**src/design/rds_defines.svh**
```systemverilog
// Constants for the reset and debug-select block.
// Assumes inclusion by bare name from design and bench files.
`ifndef RDS_DEFINES_SVH
`define RDS_DEFINES_SVH

`define RDS_NUM_PERIPH   8
`define RDS_IR_W         4
`define RDS_IR_IDCODE    4'h1
`define RDS_IR_SAMPLE    4'h2
`define RDS_IR_BYPASS    4'hF
`define RDS_IR_CAPTURE   4'h1
`define RDS_IDCODE_VAL   32'h0000_0A5B  // Arbitrary value
`define RDS_BSR_W        8
`define RDS_DR_W         32
`define RDS_SETTLE_CYC   4'h3
`define RDS_SETTLE_W     4

`endif

```
**src/design/rds_pkg.sv**
```systemverilog
// Types shared by the reset and debug-select block.
// Assumes rds_defines.svh is on the include path.
`include "rds_defines.svh"

package rds_pkg;

  typedef enum logic {
    RDS_CLK_RING_OSC,
    RDS_CLK_CRYSTAL
  } rds_clk_src_e;

  typedef enum logic [1:0] {
    RDS_ST_HOLD,
    RDS_ST_WAIT,
    RDS_ST_RUN
  } rds_state_e;

  typedef enum logic [3:0] {
    RDS_TAP_RESET, RDS_TAP_IDLE, RDS_TAP_SEL_DR, RDS_TAP_CAP_DR,
    RDS_TAP_SH_DR, RDS_TAP_EX1_DR, RDS_TAP_PAU_DR, RDS_TAP_EX2_DR,
    RDS_TAP_UPD_DR, RDS_TAP_SEL_IR, RDS_TAP_CAP_IR, RDS_TAP_SH_IR,
    RDS_TAP_EX1_IR, RDS_TAP_PAU_IR, RDS_TAP_EX2_IR, RDS_TAP_UPD_IR
  } rds_tap_e;

  // Origin of the most recent reset
  typedef struct packed {
    logic power_up;
    logic external;
    logic stretched;
  } rds_cause_s;

  // Test access port pins as seen by the block
  typedef struct packed {
    logic tck;
    logic tms;
    logic tdi;
    logic trst_n;
  } rds_jtag_s;

  typedef logic [`RDS_NUM_PERIPH-1:0] rds_periph_t;

endpackage

```
**src/design/rds_tap.sv**
```systemverilog
// Boundary-scan test access port with IDCODE, SAMPLE and BYPASS.
// Assumes TCK and friends are synchronous to clk; TCK edges are found here.
`timescale 1ns/1ps
`default_nettype none
`include "rds_defines.svh"

module rds_tap (
  input  wire logic                     clk,
  input  wire logic                     nrst,
  input  wire logic                     ce,
  input  wire rds_pkg::rds_jtag_s       jtag,
  input  wire logic [`RDS_BSR_W-1:0]    bscan_in,
  output logic                          tdo,
  output logic                          tdo_oe,
  output logic                          tck_rise
);

  rds_pkg::rds_tap_e           st_q;
  logic                        tck_q;
  logic                        tck_fall;
  logic [`RDS_IR_W-1:0]        ir_q;
  logic [`RDS_IR_W-1:0]        irsh_q;
  logic [`RDS_DR_W-1:0]        dr_q;

  function automatic rds_pkg::rds_tap_e next_st(rds_pkg::rds_tap_e s,
                                                 logic m);
    unique case (s)
      rds_pkg::RDS_TAP_RESET:  next_st = m ? s : rds_pkg::RDS_TAP_IDLE;
      rds_pkg::RDS_TAP_IDLE:   next_st = m ? rds_pkg::RDS_TAP_SEL_DR : s;
      rds_pkg::RDS_TAP_SEL_DR: next_st = m ? rds_pkg::RDS_TAP_SEL_IR
                                           : rds_pkg::RDS_TAP_CAP_DR;
      rds_pkg::RDS_TAP_CAP_DR,
      rds_pkg::RDS_TAP_SH_DR:  next_st = m ? rds_pkg::RDS_TAP_EX1_DR
                                           : rds_pkg::RDS_TAP_SH_DR;
      rds_pkg::RDS_TAP_EX1_DR: next_st = m ? rds_pkg::RDS_TAP_UPD_DR
                                           : rds_pkg::RDS_TAP_PAU_DR;
      rds_pkg::RDS_TAP_PAU_DR: next_st = m ? rds_pkg::RDS_TAP_EX2_DR : s;
      rds_pkg::RDS_TAP_EX2_DR: next_st = m ? rds_pkg::RDS_TAP_UPD_DR
                                           : rds_pkg::RDS_TAP_SH_DR;
      rds_pkg::RDS_TAP_UPD_DR,
      rds_pkg::RDS_TAP_UPD_IR: next_st = m ? rds_pkg::RDS_TAP_SEL_DR
                                           : rds_pkg::RDS_TAP_IDLE;
      rds_pkg::RDS_TAP_SEL_IR: next_st = m ? rds_pkg::RDS_TAP_RESET
                                           : rds_pkg::RDS_TAP_CAP_IR;
      rds_pkg::RDS_TAP_CAP_IR,
      rds_pkg::RDS_TAP_SH_IR:  next_st = m ? rds_pkg::RDS_TAP_EX1_IR
                                           : rds_pkg::RDS_TAP_SH_IR;
      rds_pkg::RDS_TAP_EX1_IR: next_st = m ? rds_pkg::RDS_TAP_UPD_IR
                                           : rds_pkg::RDS_TAP_PAU_IR;
      rds_pkg::RDS_TAP_PAU_IR: next_st = m ? rds_pkg::RDS_TAP_EX2_IR : s;
      rds_pkg::RDS_TAP_EX2_IR: next_st = m ? rds_pkg::RDS_TAP_UPD_IR
                                           : rds_pkg::RDS_TAP_SH_IR;
    endcase
  endfunction

  assign tck_rise = jtag.tck & ~tck_q;
  assign tck_fall = ~jtag.tck & tck_q;

  always_ff @(posedge clk or negedge nrst) begin
    if (!nrst) begin
      tck_q <= 1'b0;
    end else if (ce) begin
      tck_q <= jtag.tck;
    end
  end

  // Controller; test reset is active low
  always_ff @(posedge clk or negedge nrst) begin
    if (!nrst) begin
      st_q <= rds_pkg::RDS_TAP_RESET;
    end else if (ce) begin
      if (!jtag.trst_n) begin
        st_q <= rds_pkg::RDS_TAP_RESET;
      end else if (tck_rise) begin
        st_q <= next_st(st_q, jtag.tms);
      end
    end
  end

  // Instruction and data registers
  always_ff @(posedge clk or negedge nrst) begin
    if (!nrst) begin
      ir_q   <= `RDS_IR_IDCODE;
      irsh_q <= '0;
      dr_q   <= '0;
    end else if (ce) begin
      if (!jtag.trst_n || st_q == rds_pkg::RDS_TAP_RESET) begin
        ir_q <= `RDS_IR_IDCODE;
      end else if (tck_rise) begin
        unique case (st_q)
          rds_pkg::RDS_TAP_CAP_IR: irsh_q <= `RDS_IR_CAPTURE;
          rds_pkg::RDS_TAP_SH_IR:  irsh_q <= {jtag.tdi, irsh_q[`RDS_IR_W-1:1]};
          rds_pkg::RDS_TAP_UPD_IR: ir_q   <= irsh_q;
          rds_pkg::RDS_TAP_CAP_DR: begin
            if (ir_q == `RDS_IR_IDCODE) begin
              dr_q <= `RDS_IDCODE_VAL;
            end else if (ir_q == `RDS_IR_SAMPLE) begin
              dr_q <= {{(`RDS_DR_W-`RDS_BSR_W){1'b0}}, bscan_in};
            end else begin
              dr_q <= '0;
            end
          end
          rds_pkg::RDS_TAP_SH_DR: begin
            if (ir_q == `RDS_IR_IDCODE) begin
              dr_q <= {jtag.tdi, dr_q[`RDS_DR_W-1:1]};
            end else if (ir_q == `RDS_IR_SAMPLE) begin
              dr_q <= {{(`RDS_DR_W-`RDS_BSR_W){1'b0}}, jtag.tdi,
                       dr_q[`RDS_BSR_W-1:1]};
            end else begin
              dr_q <= {{(`RDS_DR_W-1){1'b0}}, jtag.tdi};
            end
          end
          default: ;
        endcase
      end
    end
  end

  // Output changes on the falling test clock; off in test reset
  always_ff @(posedge clk or negedge nrst) begin
    if (!nrst) begin
      tdo    <= 1'b0;
      tdo_oe <= 1'b0;
    end else if (ce) begin
      if (!jtag.trst_n) begin
        tdo_oe <= 1'b0;
      end else if (tck_fall) begin
        tdo_oe <= (st_q == rds_pkg::RDS_TAP_SH_DR) ||
                  (st_q == rds_pkg::RDS_TAP_SH_IR);
        tdo    <= (st_q == rds_pkg::RDS_TAP_SH_IR) ? irsh_q[0] : dr_q[0];
      end
    end
  end
endmodule

`default_nettype wire

```
**src/design/rds_top.sv**
```systemverilog
// Reset entry, reset stretching, debug select and reset generator.
// Assumes all pins synchronous to clk; nrst is the power-up reset.
// How it works
// - External reset pin is active low; low puts chip in reset.
// - Internal reset held until oscillators and flash both report stable.
// - Select low during external reset picks crystal as system clock.
// - Select low routes test port to debug; high to boundary scan.
// - Standard boundary-scan port with clock, mode, data in/out, reset.
// - Test reset input is active low and resets test logic.
// - Generator drives each peripheral reset, each controllable alone.
// - Generator records the source of the most recent reset.
`timescale 1ns/1ps
`default_nettype none
`include "rds_defines.svh"

module rds_top (
  input  wire logic                     clk,
  input  wire logic                     nrst,
  input  wire logic                     ce,
  input  wire logic                     ext_rst_n,
  input  wire logic                     osc_stable,
  input  wire logic                     flash_stable,
  input  wire logic                     tap_function_select,
  input  wire rds_pkg::rds_periph_t     periph_rst_req,
  input  wire rds_pkg::rds_jtag_s       jtag,
  input  wire logic                     dbg_tdo,
  input  wire logic                     dbg_tdo_oe,
  input  wire logic [`RDS_BSR_W-1:0]    bscan_in,
  output logic                          sys_rst_n,
  output rds_pkg::rds_periph_t          periph_rst_n,
  output rds_pkg::rds_cause_s           rst_cause,
  output rds_pkg::rds_clk_src_e         system_base_clock,
  output logic                          debug_mode,
  output rds_pkg::rds_jtag_s            dbg_jtag,
  output logic                          tdo,
  output logic                          tdo_oe
);

  rds_pkg::rds_state_e            st_q;
  logic [`RDS_SETTLE_W-1:0]       settle_q;
  logic                           ext_q;
  logic                           tap_tdo;
  logic                           tap_tdo_oe;
  logic                           both_stable;
  logic                           ext_entry;
  rds_pkg::rds_jtag_s             park_jtag;
  rds_pkg::rds_jtag_s             tap_jtag;

  assign both_stable = osc_stable & flash_stable;
  assign ext_entry   = ~ext_rst_n & ext_q;

  // Previous external pin level for entry detection
  always_ff @(posedge clk or negedge nrst) begin
    if (!nrst) begin
      ext_q <= 1'b1;
    end else if (ce) begin
      ext_q <= ext_rst_n;
    end
  end

  // Reset sequencer
  always_ff @(posedge clk or negedge nrst) begin
    if (!nrst) begin
      st_q <= rds_pkg::RDS_ST_HOLD;
    end else if (ce) begin
      if (!ext_rst_n) begin
        st_q <= rds_pkg::RDS_ST_HOLD;
      end else begin
        unique case (st_q)
          rds_pkg::RDS_ST_HOLD: st_q <= rds_pkg::RDS_ST_WAIT;
          rds_pkg::RDS_ST_WAIT: begin
            if (both_stable && settle_q == `RDS_SETTLE_CYC) begin
              st_q <= rds_pkg::RDS_ST_RUN;
            end
          end
          rds_pkg::RDS_ST_RUN:  st_q <= rds_pkg::RDS_ST_RUN;
        endcase
      end
    end
  end

  // Both must stay stable for a few cycles
  always_ff @(posedge clk or negedge nrst) begin
    if (!nrst) begin
      settle_q <= '0;
    end else if (ce) begin
      if (st_q != rds_pkg::RDS_ST_WAIT || !both_stable) begin
        settle_q <= '0;
      end else if (settle_q != `RDS_SETTLE_CYC) begin
        settle_q <= settle_q + 1'b1;
      end
    end
  end

  // Released only after stable
  always_ff @(posedge clk or negedge nrst) begin
    if (!nrst) begin
      sys_rst_n <= 1'b0;
    end else if (ce) begin
      sys_rst_n <= (st_q == rds_pkg::RDS_ST_RUN) && ext_rst_n;
    end
  end

  // Per-peripheral resets, each individually forced
  always_ff @(posedge clk or negedge nrst) begin
    if (!nrst) begin
      periph_rst_n <= '0;
    end else if (ce) begin
      periph_rst_n <= (st_q == rds_pkg::RDS_ST_RUN && ext_rst_n) ?
                      ~periph_rst_req : '0;
    end
  end

  // Reset origin record
  always_ff @(posedge clk or negedge nrst) begin
    if (!nrst) begin
      rst_cause <= '{power_up: 1'b1, external: 1'b0, stretched: 1'b0};
    end else if (ce) begin
      if (ext_entry) begin
        rst_cause <= '{power_up: 1'b0, external: 1'b1, stretched: 1'b0};
      end else if (st_q == rds_pkg::RDS_ST_WAIT && !both_stable) begin
        rst_cause.stretched <= 1'b1;
      end
    end
  end

  // Select sampled while external reset is applied
  always_ff @(posedge clk or negedge nrst) begin
    if (!nrst) begin
      system_base_clock <= rds_pkg::RDS_CLK_RING_OSC;
    end else if (ce && !ext_rst_n) begin
      system_base_clock <= tap_function_select ? rds_pkg::RDS_CLK_RING_OSC
                                               : rds_pkg::RDS_CLK_CRYSTAL;
    end
  end

  // Test port routing follows the select level
  always_ff @(posedge clk or negedge nrst) begin
    if (!nrst) begin
      debug_mode <= 1'b0;
    end else if (ce) begin
      debug_mode <= ~tap_function_select;
    end
  end

  // Idle levels for whichever side is not selected
  assign park_jtag = '{tck: 1'b0, tms: 1'b1, tdi: 1'b1, trst_n: 1'b0};
  assign dbg_jtag  = debug_mode ? jtag : park_jtag;
  assign tap_jtag  = debug_mode ? park_jtag : jtag;

  rds_tap u_tap (
    .clk      (clk),
    .nrst     (nrst),
    .ce       (ce),
    .jtag     (tap_jtag),
    .bscan_in (bscan_in),
    .tdo      (tap_tdo),
    .tdo_oe   (tap_tdo_oe),
    .tck_rise ()
  );

  // Data-out mux between debug chain and scan
  always_ff @(posedge clk or negedge nrst) begin
    if (!nrst) begin
      tdo    <= 1'b0;
      tdo_oe <= 1'b0;
    end else if (ce) begin
      tdo    <= debug_mode ? dbg_tdo : tap_tdo;
      tdo_oe <= debug_mode ? dbg_tdo_oe : tap_tdo_oe;
    end
  end
endmodule

`default_nettype wire
```
**config.mk**
```make
export PLATFORM = sky130hd
export DESIGN_NAME = rds_top
export DESIGN_NICKNAME = d
export VERILOG_FILES = /design/src/design/rds_pkg.sv /design/src/design/rds_tap.sv /design/src/design/rds_top.sv
export VERILOG_INCLUDE_DIRS = /design/src /design/src/design
export SDC_FILE = /design/constraint.sdc
export NUM_CORES = 1
export LEC_CHECK = 0
export BUFFER_PORTS_ARGS = -buffer_cell sky130_fd_sc_hd__buf_2
export CAP_MARGIN = 20
export CORE_MARGIN = 4
export CORE_UTILIZATION = 50
export DETAILED_ROUTE_END_ITERATION = 10
export MAX_ROUTING_LAYER = met4
export PLACE_DENSITY = 0.71
export SYNTH_ARGS = -nofsm -noshare
export SYNTH_HDL_FRONTEND = slang
export SYNTH_SLANG_ARGS = --single-unit
```
**constraint.sdc**
```tcl
create_clock -name clk -period 4 [get_ports clk]
set_input_delay 0.2 -clock clk [delete_from_list [all_inputs] [get_ports clk]]
set_output_delay 0.2 -clock clk [all_outputs]
set_load 0.02 [all_outputs]
```
==> results of run 1 <==
==> cells in the mapped netlist (all sizes together) <==
| cell | instances | area [sq um] |
|---|---|---|
| a22oi | 2 | 15.0 |
| a41oi | 1 | 8.76 |
| a2bb2oi | 1 | 8.76 |
| a21oi | 12 | 60.1 |
| clkbuf | 9 | 35.0 |
| xor2 | 1 | 8.76 |
| dfrtp | 67 | 1680 |
| o2111ai | 1 | 8.76 |
| nand3b | 3 | 22.5 |
| a32oi | 1 | 8.76 |
| a31oi | 5 | 31.3 |
| o21bai | 1 | 7.51 |
| o31ai | 7 | 57.6 |
| nand3 | 11 | 60.1 |
| a32o | 1 | 10.0 |
| nor3b | 2 | 15.0 |
| nand4 | 3 | 18.8 |
| o21ai | 53 | 269 |
| dfstp | 3 | 78.8 |
| buf | 12 | 77.6 |
| nor4b | 2 | 17.5 |
| nand4bb | 1 | 11.3 |
| a21o | 2 | 15.0 |
| or4 | 1 | 7.51 |
| or2 | 1 | 6.26 |
| o41ai | 1 | 16.3 |
| o2bb2ai | 1 | 8.76 |
| or3b | 2 | 17.5 |
| nand2 | 74 | 280 |
| o22ai | 15 | 93.8 |
| inv | 21 | 78.8 |
| or3 | 2 | 17.5 |
| mux2i | 5 | 50.1 |
| nor4 | 1 | 6.26 |
| or4b | 2 | 20.0 |
| ha | 3 | 37.5 |
| a211oi | 1 | 7.51 |
| and2 | 3 | 18.8 |
| nand2b | 6 | 37.5 |
| mux2 | 2 | 22.5 |
| nor2b | 6 | 45.0 |
| nor2 | 14 | 55.1 |
| and3 | 1 | 6.26 |
| o32a | 1 | 10.0 |
==> through the flow <==
stage               hold WS (ns)  utilization (%)  power [W]
floorplan                -0.0956                -   0.000909
global placement           0.373             55.8   0.000982
CTS                      0.00283             61.1    0.00182
detailed placement         0.378             55.8   0.000988
global route             0.00491             61.6    0.00188
finish                    0.0187             61.6    0.00181
==> worst paths after layout <==
kind	startpoint	endpoint	slack, ns	cells past startpoint
worst max-delay path	u_tap.st_q[0]$_DFFE_PN0P_	u_tap.dr_q[7]$_DFFE_PN0P_	1.39	4
worst min register to register	rst_cause[1]$_DFFE_PN0P_	rst_cause[1]$_DFFE_PN0P_	0.47	1
min in group asynchronous	nrst	u_tap.dr_q[3]$_DFFE_PN0P_	0.21	2
max in group asynchronous	nrst	ext_q$_DFFE_PN1P_	2.90	4
worst min-delay path	periph_rst_req[4]	periph_rst_n[4]$_DFFE_PN0P_	0.02	2
worst max register to register	u_tap.st_q[0]$_DFFE_PN0P_	u_tap.dr_q[7]$_DFFE_PN0P_	1.39	4
==> per-layer routing <==
layer | share of wire [%] | GRT usage, % | up-vias | wire [microns]
met5 | 0 | - | - | 0
met4 | 1.5 | 7.78 | 0 | 106
met3 | 5.4 | 4.84 | 9 | 372
met2 | 44 | 26.9 | 62 | 3040
met1 | 49 | 24.2 | 1284 | 3330
li1 | - | - | 1358 | -
==> power groups by stage <==
stage               Sequential (W)  Combinational, W  Clock [W]
global placement          0.000782          0.000200          0
floorplan                 0.000801          0.000107          0
detailed placement        0.000782          0.000205          0
finish                    0.000770          0.000210   0.000827
global route              0.000775          0.000235   0.000873
CTS                       0.000770          0.000209   0.000843
==> cell families (layout without fill, tap and decap cells) <==
| group | count (synthesis) | after routing | synth area share, % |
|---|---|---|---|
| AO/OA/AOI/OAI | 106 | 106 | 18.9 |
| AND/OR/NAND/NOR | 135 | 135 | 19.7 |
| buffers and inverters | 42 | 94 | 5.69 |
| multiplexers | 7 | 7 | 2.16 |
| adder cells (fa/ha/maj) | 3 | 3 | 1.12 |
| flip-flops | 70 | 70 | 52.2 |
| XOR/XNOR | 1 | 1 | 0.260 |
==> final cells by class <==
class                      count  area, sq um
clock buffer                   9          124
clock inverter                 7          168
fill                         555         2480
inverter                      21         78.8
multi-input combinational    252         1420
sequential                    70         1760
tap                           77         96.3
timing repair buffer          57          335
==> sequential cells by signal (all words and copies together) (netlist names) <==
register,count
settle_q,4
system_base_clock,1
u_tap.tck_q,1
tdo,1
tdo_oe,1
u_tap.irsh_q,4
st_q,2
rst_cause,3
periph_rst_n,8
u_tap.ir_q,4
u_tap.tdo,1
ext_q,1
u_tap.st_q,4
u_tap.tdo_oe,1
debug_mode,1
u_tap.dr_q,32
sys_rst_n,1
==> flow_summary.yaml, run 1 <==
outcome:
  status: "finished, final reports clean"
drt:
  routed_via_density: 5.50
  ant_nets: 0
  drt_iter0_drc: 155
  drt_wl_total_microns: 6850
  dr.pass1.iters: 4
  routedWlPerCell_microns: 13.9
  drcViolationCount: 0
  dr_total_vias: 2713
logic_synthesis:
  syn_area_sq_um: 3370
  synth_seq_cells: 70
  netlist_instances: 364
  avgSynthCellArea_sq_um: 9.25
  ys_seq_area_share_pct: 52.2
  yosysUniqueCellTypes: 57
  yosys_warnings: 0
  synth_fp_nets: 396
timing:
  drv_slew: 0
  finalCritPeriodShare_pct: 65.2
  finalCriticalPeriod_ns: 2.61
  worst_slack_ns: 1.39
  finalHoldViolCount: 0
  fin_skew_ns: 0.0103
  max-slew-margin-rel_pct: 37.2
  tns_ns: 0
  max_freq_ghz: 0.383
  finalSetupViolCount: 0
  rsz0062_at_grt: "no"
  worst_pin_slew_ns: 0.934
clocking:
  cts-resized-gates: 0
  clock_latency_ns: 0.35
  root_buffer: "clkbuf_8"
  cts_max_level: 3
  postCtsHoldBufs: 5
  cts_buffers: 9
  clock_sinks: 70
  post_cts_buffers: 0
  cts_tree: "yes"
  clk_pin_slew_ns: 0.08
  cts_buffer_depth: 2
cells_and_area:
  drive_gt1_share_pct: 20.2
  final_cell_mix: "73 x nand2_1, 67 x dfrtp_1, 48 x buf_2"
  fin_nets: 443
  final_cells: 493
  layout_commonest_cell: "nand2_1"
  fin_area_sq_um: 3980
  antennaDiodeCount: 0
  area_growth_pct: 18.1
global_routing:
  overflow: 0
  grt_pass1_vias: 2570
  grt_max_degree: 65
  track_usage_pct: 18.4
  grt_pass1_wl_microns: 11900
  antenna_found_initial: 0
pwr:
  seqPwrFrac_pct: 42.6
  switching_power_w: 0.000440
  pwr-share-comb_pct: 11.6
  p_leak_nw: 1.79
  switching_share_pct: 24.4
  p_int_w: 0.00137
  power.density_nw_per_um2: 455
  p_clk_share_pct: 45.8
  irDropWorstVdd_v: 0.000241
die:
  dieHeight_microns: 90.0
  dieArea_sq_um: 8110
  start_util_pct: 52.1
  io_pins: 49
  fp.coreArea_sq_um: 6460
  rows: 29
  die_w_microns: 90.0
critical_path:
  crit_fanout: 22
  critPathMaxStageDelay_ns: 0.85
  worst-path-buf-inv: 0
  path_cells: "or4b_1, nor2_2, a2bb2oi_1, o21ai_0"
  worstSetupEndpointType: "flop"
  cp.arrival_ns: 2.88
  worstSetupPathType: "reg2reg"
  cp_data_required_time_ns: 4.27
  crit_slowest_cell: "or4b_1"
  crit_family: "simple AND/OR/NAND/NOR gates"
  crit_path_start_kind: "flop"
flow_run:
  maxCapViolCount: 0
placed_design:
  gp_congestion: 0.826
  place_ws_ns: 1.43
  place_hpwl_microns: 4500
  port_buffers: 48
  placedCellCount: 470
  placed_area_sq_um: 3600
hold_path:
  hp-class: "in2reg"
No activity file was read; power rests on OpenSTA's default activity.
==> run 2: changes to the inputs <==
Clock period 4 ns to 2.6 ns, I/O delays scaled along.
==> flow_summary.yaml, run 2 (synthesized netlist as in run 1, its figures left out) <==
critical_path:
  worstSetupPathType: "reg2reg"
  worstSetupStartpoint: "u_tap.st_q[2]$_DFFE_PN0P_"
  cp_data_required_time_ns: 2.82
  crit_path_start_kind: "flop"
  path_cells: "or3_4, o21ai_2, or4_1, buf_4, o21ai_0"
  endpoint: "u_tap.dr_q[24]$_DFFE_PN0P_"
  worst-path-stages: 5
  worstSetupEndpointType: "flop"
  crit_family: "simple AND/OR/NAND/NOR gates"
  reg2reg_from: "u_tap.st_q[2]$_DFFE_PN0P_"
  r2r-end: "u_tap.dr_q[24]$_DFFE_PN0P_"
  crit_fanout: 37
  critPathMaxStageDelay_ns: 0.52
  ff2ff_setup_slack_ns: 0.24
  reg2reg_depth: 5
  worst-path-buf-inv: 1
  crit_slowest_cell: "dfrtp_1"
  cp.arrival_ns: 2.58
hold_path:
  hp-start: "ext_rst_n"
  hp-class: "in2reg"
die:
  dieHeight_microns: 90.0
  dieArea_sq_um: 8110
  rows: 29
  fp.coreArea_sq_um: 6460
  io_pins: 49
  start_util_pct: 52.1
  die_w_microns: 90.0
pwr:
  p_clk_share_pct: 38.2
  irDropWorstVdd_v: 0.000386
  p_int_w: 0.00180
  switching_power_w: 0.000659
  seqPwrFrac_pct: 48.0
  total_power_w: 0.00245
  power.density_nw_per_um2: 617
  pwr-share-comb_pct: 13.8
  p_leak_nw: 1.79
  switching_share_pct: 26.8
clocking:
  cts_buffers: 9
  clk_pin_slew_ns: 0.08
  cts_max_level: 3
  root_buffer: "clkbuf_8"
  clock_sinks: 70
  clock_latency_ns: 0.35
  cts_buffer_depth: 2
  cts_tree: "yes"
  post_cts_buffers: 0
global_routing:
  grt_max_degree: 42
  grt_pass1_vias: 2617
  track_usage_pct: 18.7
  grt_use_met1_pct: 25.6
  antenna_found_initial: 0
  grt_busiest_layer: "met2"
  grt_pass1_wl_microns: 12300
  use_met3_pct: 3.84
  met2_usage_pct: 27.3
  overflow: 0
drt:
  drt_wl_total_microns: 7060
  routedWlPerCell_microns: 14.1
  dr.pass1.iters: 5
  dr_total_vias: 2730
  drt_iter0_drc: 178
  drcViolationCount: 0
  routed_via_density: 5.44
  ant_nets: 0
timing:
  whs_ns: 0.0431
  rsz0062_at_grt: "no"
  finalCritPeriodShare_pct: 90.8
  max_freq_ghz: 0.424
  fin_skew_ns: 0.00735
  max-slew-margin-rel_pct: 33.0
  finalCriticalPeriod_ns: 2.36
  worst_pin_slew_ns: 0.996
  finalHoldViolCount: 0
  tns_ns: 0
  finalSetupViolCount: 0
  drv_slew: 0
cells_and_area:
  largestRegisters: "u_tap.dr_q: 32 flops, periph_rst_n: 8 flops"
  multi_input_area_sq_um: 1420
  area_growth_pct: 18.3
  fillCellCount: 559
  area.sequential_sq_um: 1760
  utilization_pct: 61.6
  drive_gt1_share_pct: 20.9
  registers.top_by_ff_count: "u_tap.dr_q"
  antennaDiodeCount: 0
  fin_nets: 452
  final_cell_mix: "73 x nand2_1, 67 x dfrtp_1, 48 x buf_2"
  largest_reg_flops: 32
  layout_commonest_cell: "nand2_1"
  final_cells: 502
placed_design:
  placedCellCount: 476
  place_hpwl_microns: 4650
  port_buffers: 48
  gp_congestion: 0.968
flow_run:
  maxCapViolCount: 0
outcome:
  status: "finished, final reports clean"
-- run 2: cell count changes in the layout (fill, tap and decap cells not counted) --
cell,previous run,this run
buf_4,2,7
bufinv_16,5,1
clkbuf_8,9,12
clkinvlp_4,0,2
inv_6,1,0
dlygate4sd3_1,6,10
-- run 2: layout make-up --
| class | instances | area share, % |
|---|---|---|
| Tap cell | 77 | 2.42 |
| Clock inverter | 4 | 1.35 |
| Multi-Input combinational cell | 252 | 35.6 |
| Clock buffer | 12 | 4.15 |
| Timing Repair Buffer | 66 | 10.4 |
| Inverter | 21 | 1.98 |
| Sequential cell | 70 | 44.1 |
-- run 2: worst register-to-register path: stages, from the launching register on --
cell     delay (ns)
dfrtp_1        0.52
or3_4          0.40
o21ai_2        0.28
or4_1          0.48
buf_4          0.39
o21ai_0        0.16
-- run 2: power by group through the flow --
stage	Sequential [W]	Combinational (W)	Clock (W)
CTS	0.00118	0.000343	0.000955
global placement	0.00120	0.000324	0
floorplan	0.00123	0.000165	0
global route	0.00118	0.000382	0.00100
detailed placement	0.00120	0.000330	0
finish	0.00118	0.000339	0.000938
-- run 2: worst min path at each step --
| stage | cells past startpoint | endpoint | slack, ns |
|---|---|---|---|
| final | 3 | st_q[0]$_DFFE_PN0P_ | 0.04 |
| after global routing | 2 | ext_q$_DFFE_PN1P_ | 0.08 |
| after CTS | 3 | st_q[0]$_DFFE_PN0P_ | 0.04 |
| after detailed placement | 1 | u_tap.dr_q[5]$_DFFE_PN0P_ | 0.22 |
| after global placement | 1 | u_tap.dr_q[5]$_DFFE_PN0P_ | 0.21 |
| after floorplan | 0 | debug_mode$_DFFE_PN0P_ | -0.17 |
-- run 2: routing by layer --
metal	routed length, microns	up-vias
met4	108	0
met3	423	14
met2	3140	75
met5	0	-
li1	-	1380
met1	3390	1261
-- run 2: through the flow --
step           cell area [sq um]  worst slack [ns]
6_report                    3980             0.240
5_1_grt                     3980            0.0786
4_1_cts                     3980             0.252
3_5_place_dp                3660             0.262
3_3_place_gp                3660             0.361
2_1_floorplan               3370             0.710
-- run 2: timing repair --
action | in CTS | in global routing
hold buffers | 10 | 0
hold endpoints to repair | 39 | 0
endpoints found under the setup margin | 0 | 0
gates resized for setup | 0 | 0
==> run 3: changes to the inputs <==
Settings changed: CORE_ASPECT_RATIO from default to 1.5.
==> flow_summary.yaml, run 3 (synthesized netlist as in run 1, its figures left out) <==
outcome:
  status: "finished, violations left"
  violations: "negative hold slack"
clocking:
  cts_buffers: 9
  root_buffer: "clkbuf_8"
  clk_pin_slew_ns: 0.07
  clock_latency_ns: 0.35
  cts_tree: "yes"
  cts_buffer_depth: 2
  cts-resized-gates: 0
  cts_max_level: 3
  post_cts_buffers: 0
  clock_sinks: 70
critical_path:
  crit_slowest_cell: "dfrtp_1"
  worstSetupEndpointType: "flop"
  cp.arrival_ns: 2.44
  crit_fanout: 64
  cp_data_required_time_ns: 2.85
  crit_path_start_kind: "flop"
  worst-path-buf-inv: 1
  critPathMaxStageDelay_ns: 0.58
  worstSetupPathType: "reg2reg"
  crit_family: "simple AND/OR/NAND/NOR gates"
  path_cells: "or3_4, o21ai_2, or4_1, buf_4, o41ai_2"
cells_and_area:
  multi_input_area_sq_um: 1420
  fin_nets: 450
  antennaDiodeCount: 0
  fillCellCount: 564
  drive_gt1_share_pct: 20.6
  final_cell_mix: "73 x nand2_1, 67 x dfrtp_1, 48 x buf_2"
  largest_reg_flops: 32
  registers.top_by_ff_count: "u_tap.dr_q"
  area_growth_pct: 16.1
  largestRegisters: "u_tap.dr_q: 32 flops, periph_rst_n: 8 flops"
  layout_commonest_cell: "nand2_1"
  area.sequential_sq_um: 1760
  final_cells: 499
timing:
  finalCritPeriodShare_pct: 84.2
  finalSetupViolCount: 0
  max-slew-margin-rel_pct: 33.5
  drv_slew: 0
  rsz0062_at_grt: "no"
  tns_ns: 0
  finalHoldViolCount: 38
  max_freq_ghz: 0.457
  worst_pin_slew_ns: 0.989
  finalCriticalPeriod_ns: 2.19
  fin_skew_ns: 0.00787
  whs_ns: -0.0339
global_routing:
  grt_pass1_vias: 2575
  overflow: 0
  antenna_found_initial: 0
  grt_pass1_wl_microns: 11700
  track_usage_pct: 19.3
  grt_max_degree: 71
placed_design:
  gp_congestion: 0.902
  place_hpwl_microns: 4640
  port_buffers: 48
  placedCellCount: 474
die:
  start_util_pct: 51.5
  die_w_microns: 75.0
  dieHeight_microns: 108
  io_pins: 49
  dieArea_sq_um: 8140
  fp.coreArea_sq_um: 6530
  rows: 36
drt:
  drcViolationCount: 0
  routed_via_density: 5.44
  drt_wl_total_microns: 7110
  dr.pass1.iters: 4
  routedWlPerCell_microns: 14.3
  drt_iter0_drc: 154
  ant_nets: 0
  dr_total_vias: 2717
pwr:
  irDropWorstVdd_v: 0.000419
  power.density_nw_per_um2: 590
  p_leak_nw: 1.77
hold_path:
  hp-class: "in2async"
flow_run:
  maxCapViolCount: 0
[run 3: repair_timing]
| action | 4_1_cts | 5_1_grt |
|---|---|---|
| hold buffers | 9 | 0 |
| hold endpoints to repair | 10 | 0 |
| endpoints found under the setup margin | 0 | 0 |
[run 3: final timing paths]
| check | start | cells after the start | end | slack (ns) |
|---|---|---|---|---|
| max in group asynchronous | nrst | 2 | u_tap.st_q[0]$_DFFE_PN0P_ | 2.07 |
| worst min-delay path | nrst | 2 | u_tap.dr_q[5]$_DFFE_PN0P_ | -0.03 |
| worst max-delay path | u_tap.st_q[2]$_DFFE_PN0P_ | 5 | u_tap.dr_q[31]$_DFFE_PN0P_ | 0.41 |
| min in group clk | ext_rst_n | 3 | st_q[0]$_DFFE_PN0P_ | 0.06 |
| worst max register to register | u_tap.st_q[2]$_DFFE_PN0P_ | 5 | u_tap.dr_q[31]$_DFFE_PN0P_ | 0.41 |
| worst min register to register | rst_cause[1]$_DFFE_PN0P_ | 1 | rst_cause[1]$_DFFE_PN0P_ | 0.47 |
[run 3: through the flow]
| stage | utilization [%] | hold slack, ns | power (W) | area [sq um] | worst slack (ns) |
|---|---|---|---|---|---|
| 3_5_place_dp | 55.7 | 0.309 | 0.00153 | 3640 | 0.433 |
| 3_3_place_gp | 55.7 | 0.304 | 0.00152 | 3640 | 0.499 |
| 5_1_grt | 59.8 | 0.0447 | 0.00241 | 3910 | 0.247 |
| 6_report | 59.8 | -0.0339 | 0.00231 | 3910 | 0.410 |
| 4_1_cts | 59.8 | 0.00324 | 0.00233 | 3910 | 0.410 |
| 2_1_floorplan | - | -0.166 | 0.00140 | 3370 | 0.710 |
[run 3: routing by layer]
metal | part of all wire [%] | routed length (microns) | track usage, % | vias to the layer above
li1 | - | - | - | 1372
met1 | 45 | 3170 | 24.3 | 1276
met2 | 49 | 3520 | 29.6 | 54
met3 | 3.4 | 243 | 3.81 | 15
met4 | 2.6 | 185 | 8.78 | 0
met5 | 0 | 0 | - | -
[run 3: layout make-up]
| class | instances | area share (%) |
|---|---|---|
| multi-input cells | 252 | 36.3 |
| inverters | 21 | 2.02 |
| clock inverters | 5 | 0.897 |
| flip-flops and latches | 70 | 44.9 |
| repair buffers | 64 | 9.80 |
| clock buffers | 11 | 3.62 |
| well taps | 76 | 2.43 |
[run 3: power by group]
part | internal [W] | switching (W) | total [W]
clock | 0.000372 | 0.000418 | 0.000791
sequential | 0.00114 | 0.0000368 | 0.00118
combinational | 0.000129 | 0.000209 | 0.000338
total | 0.00164 | 0.000664 | 0.00231
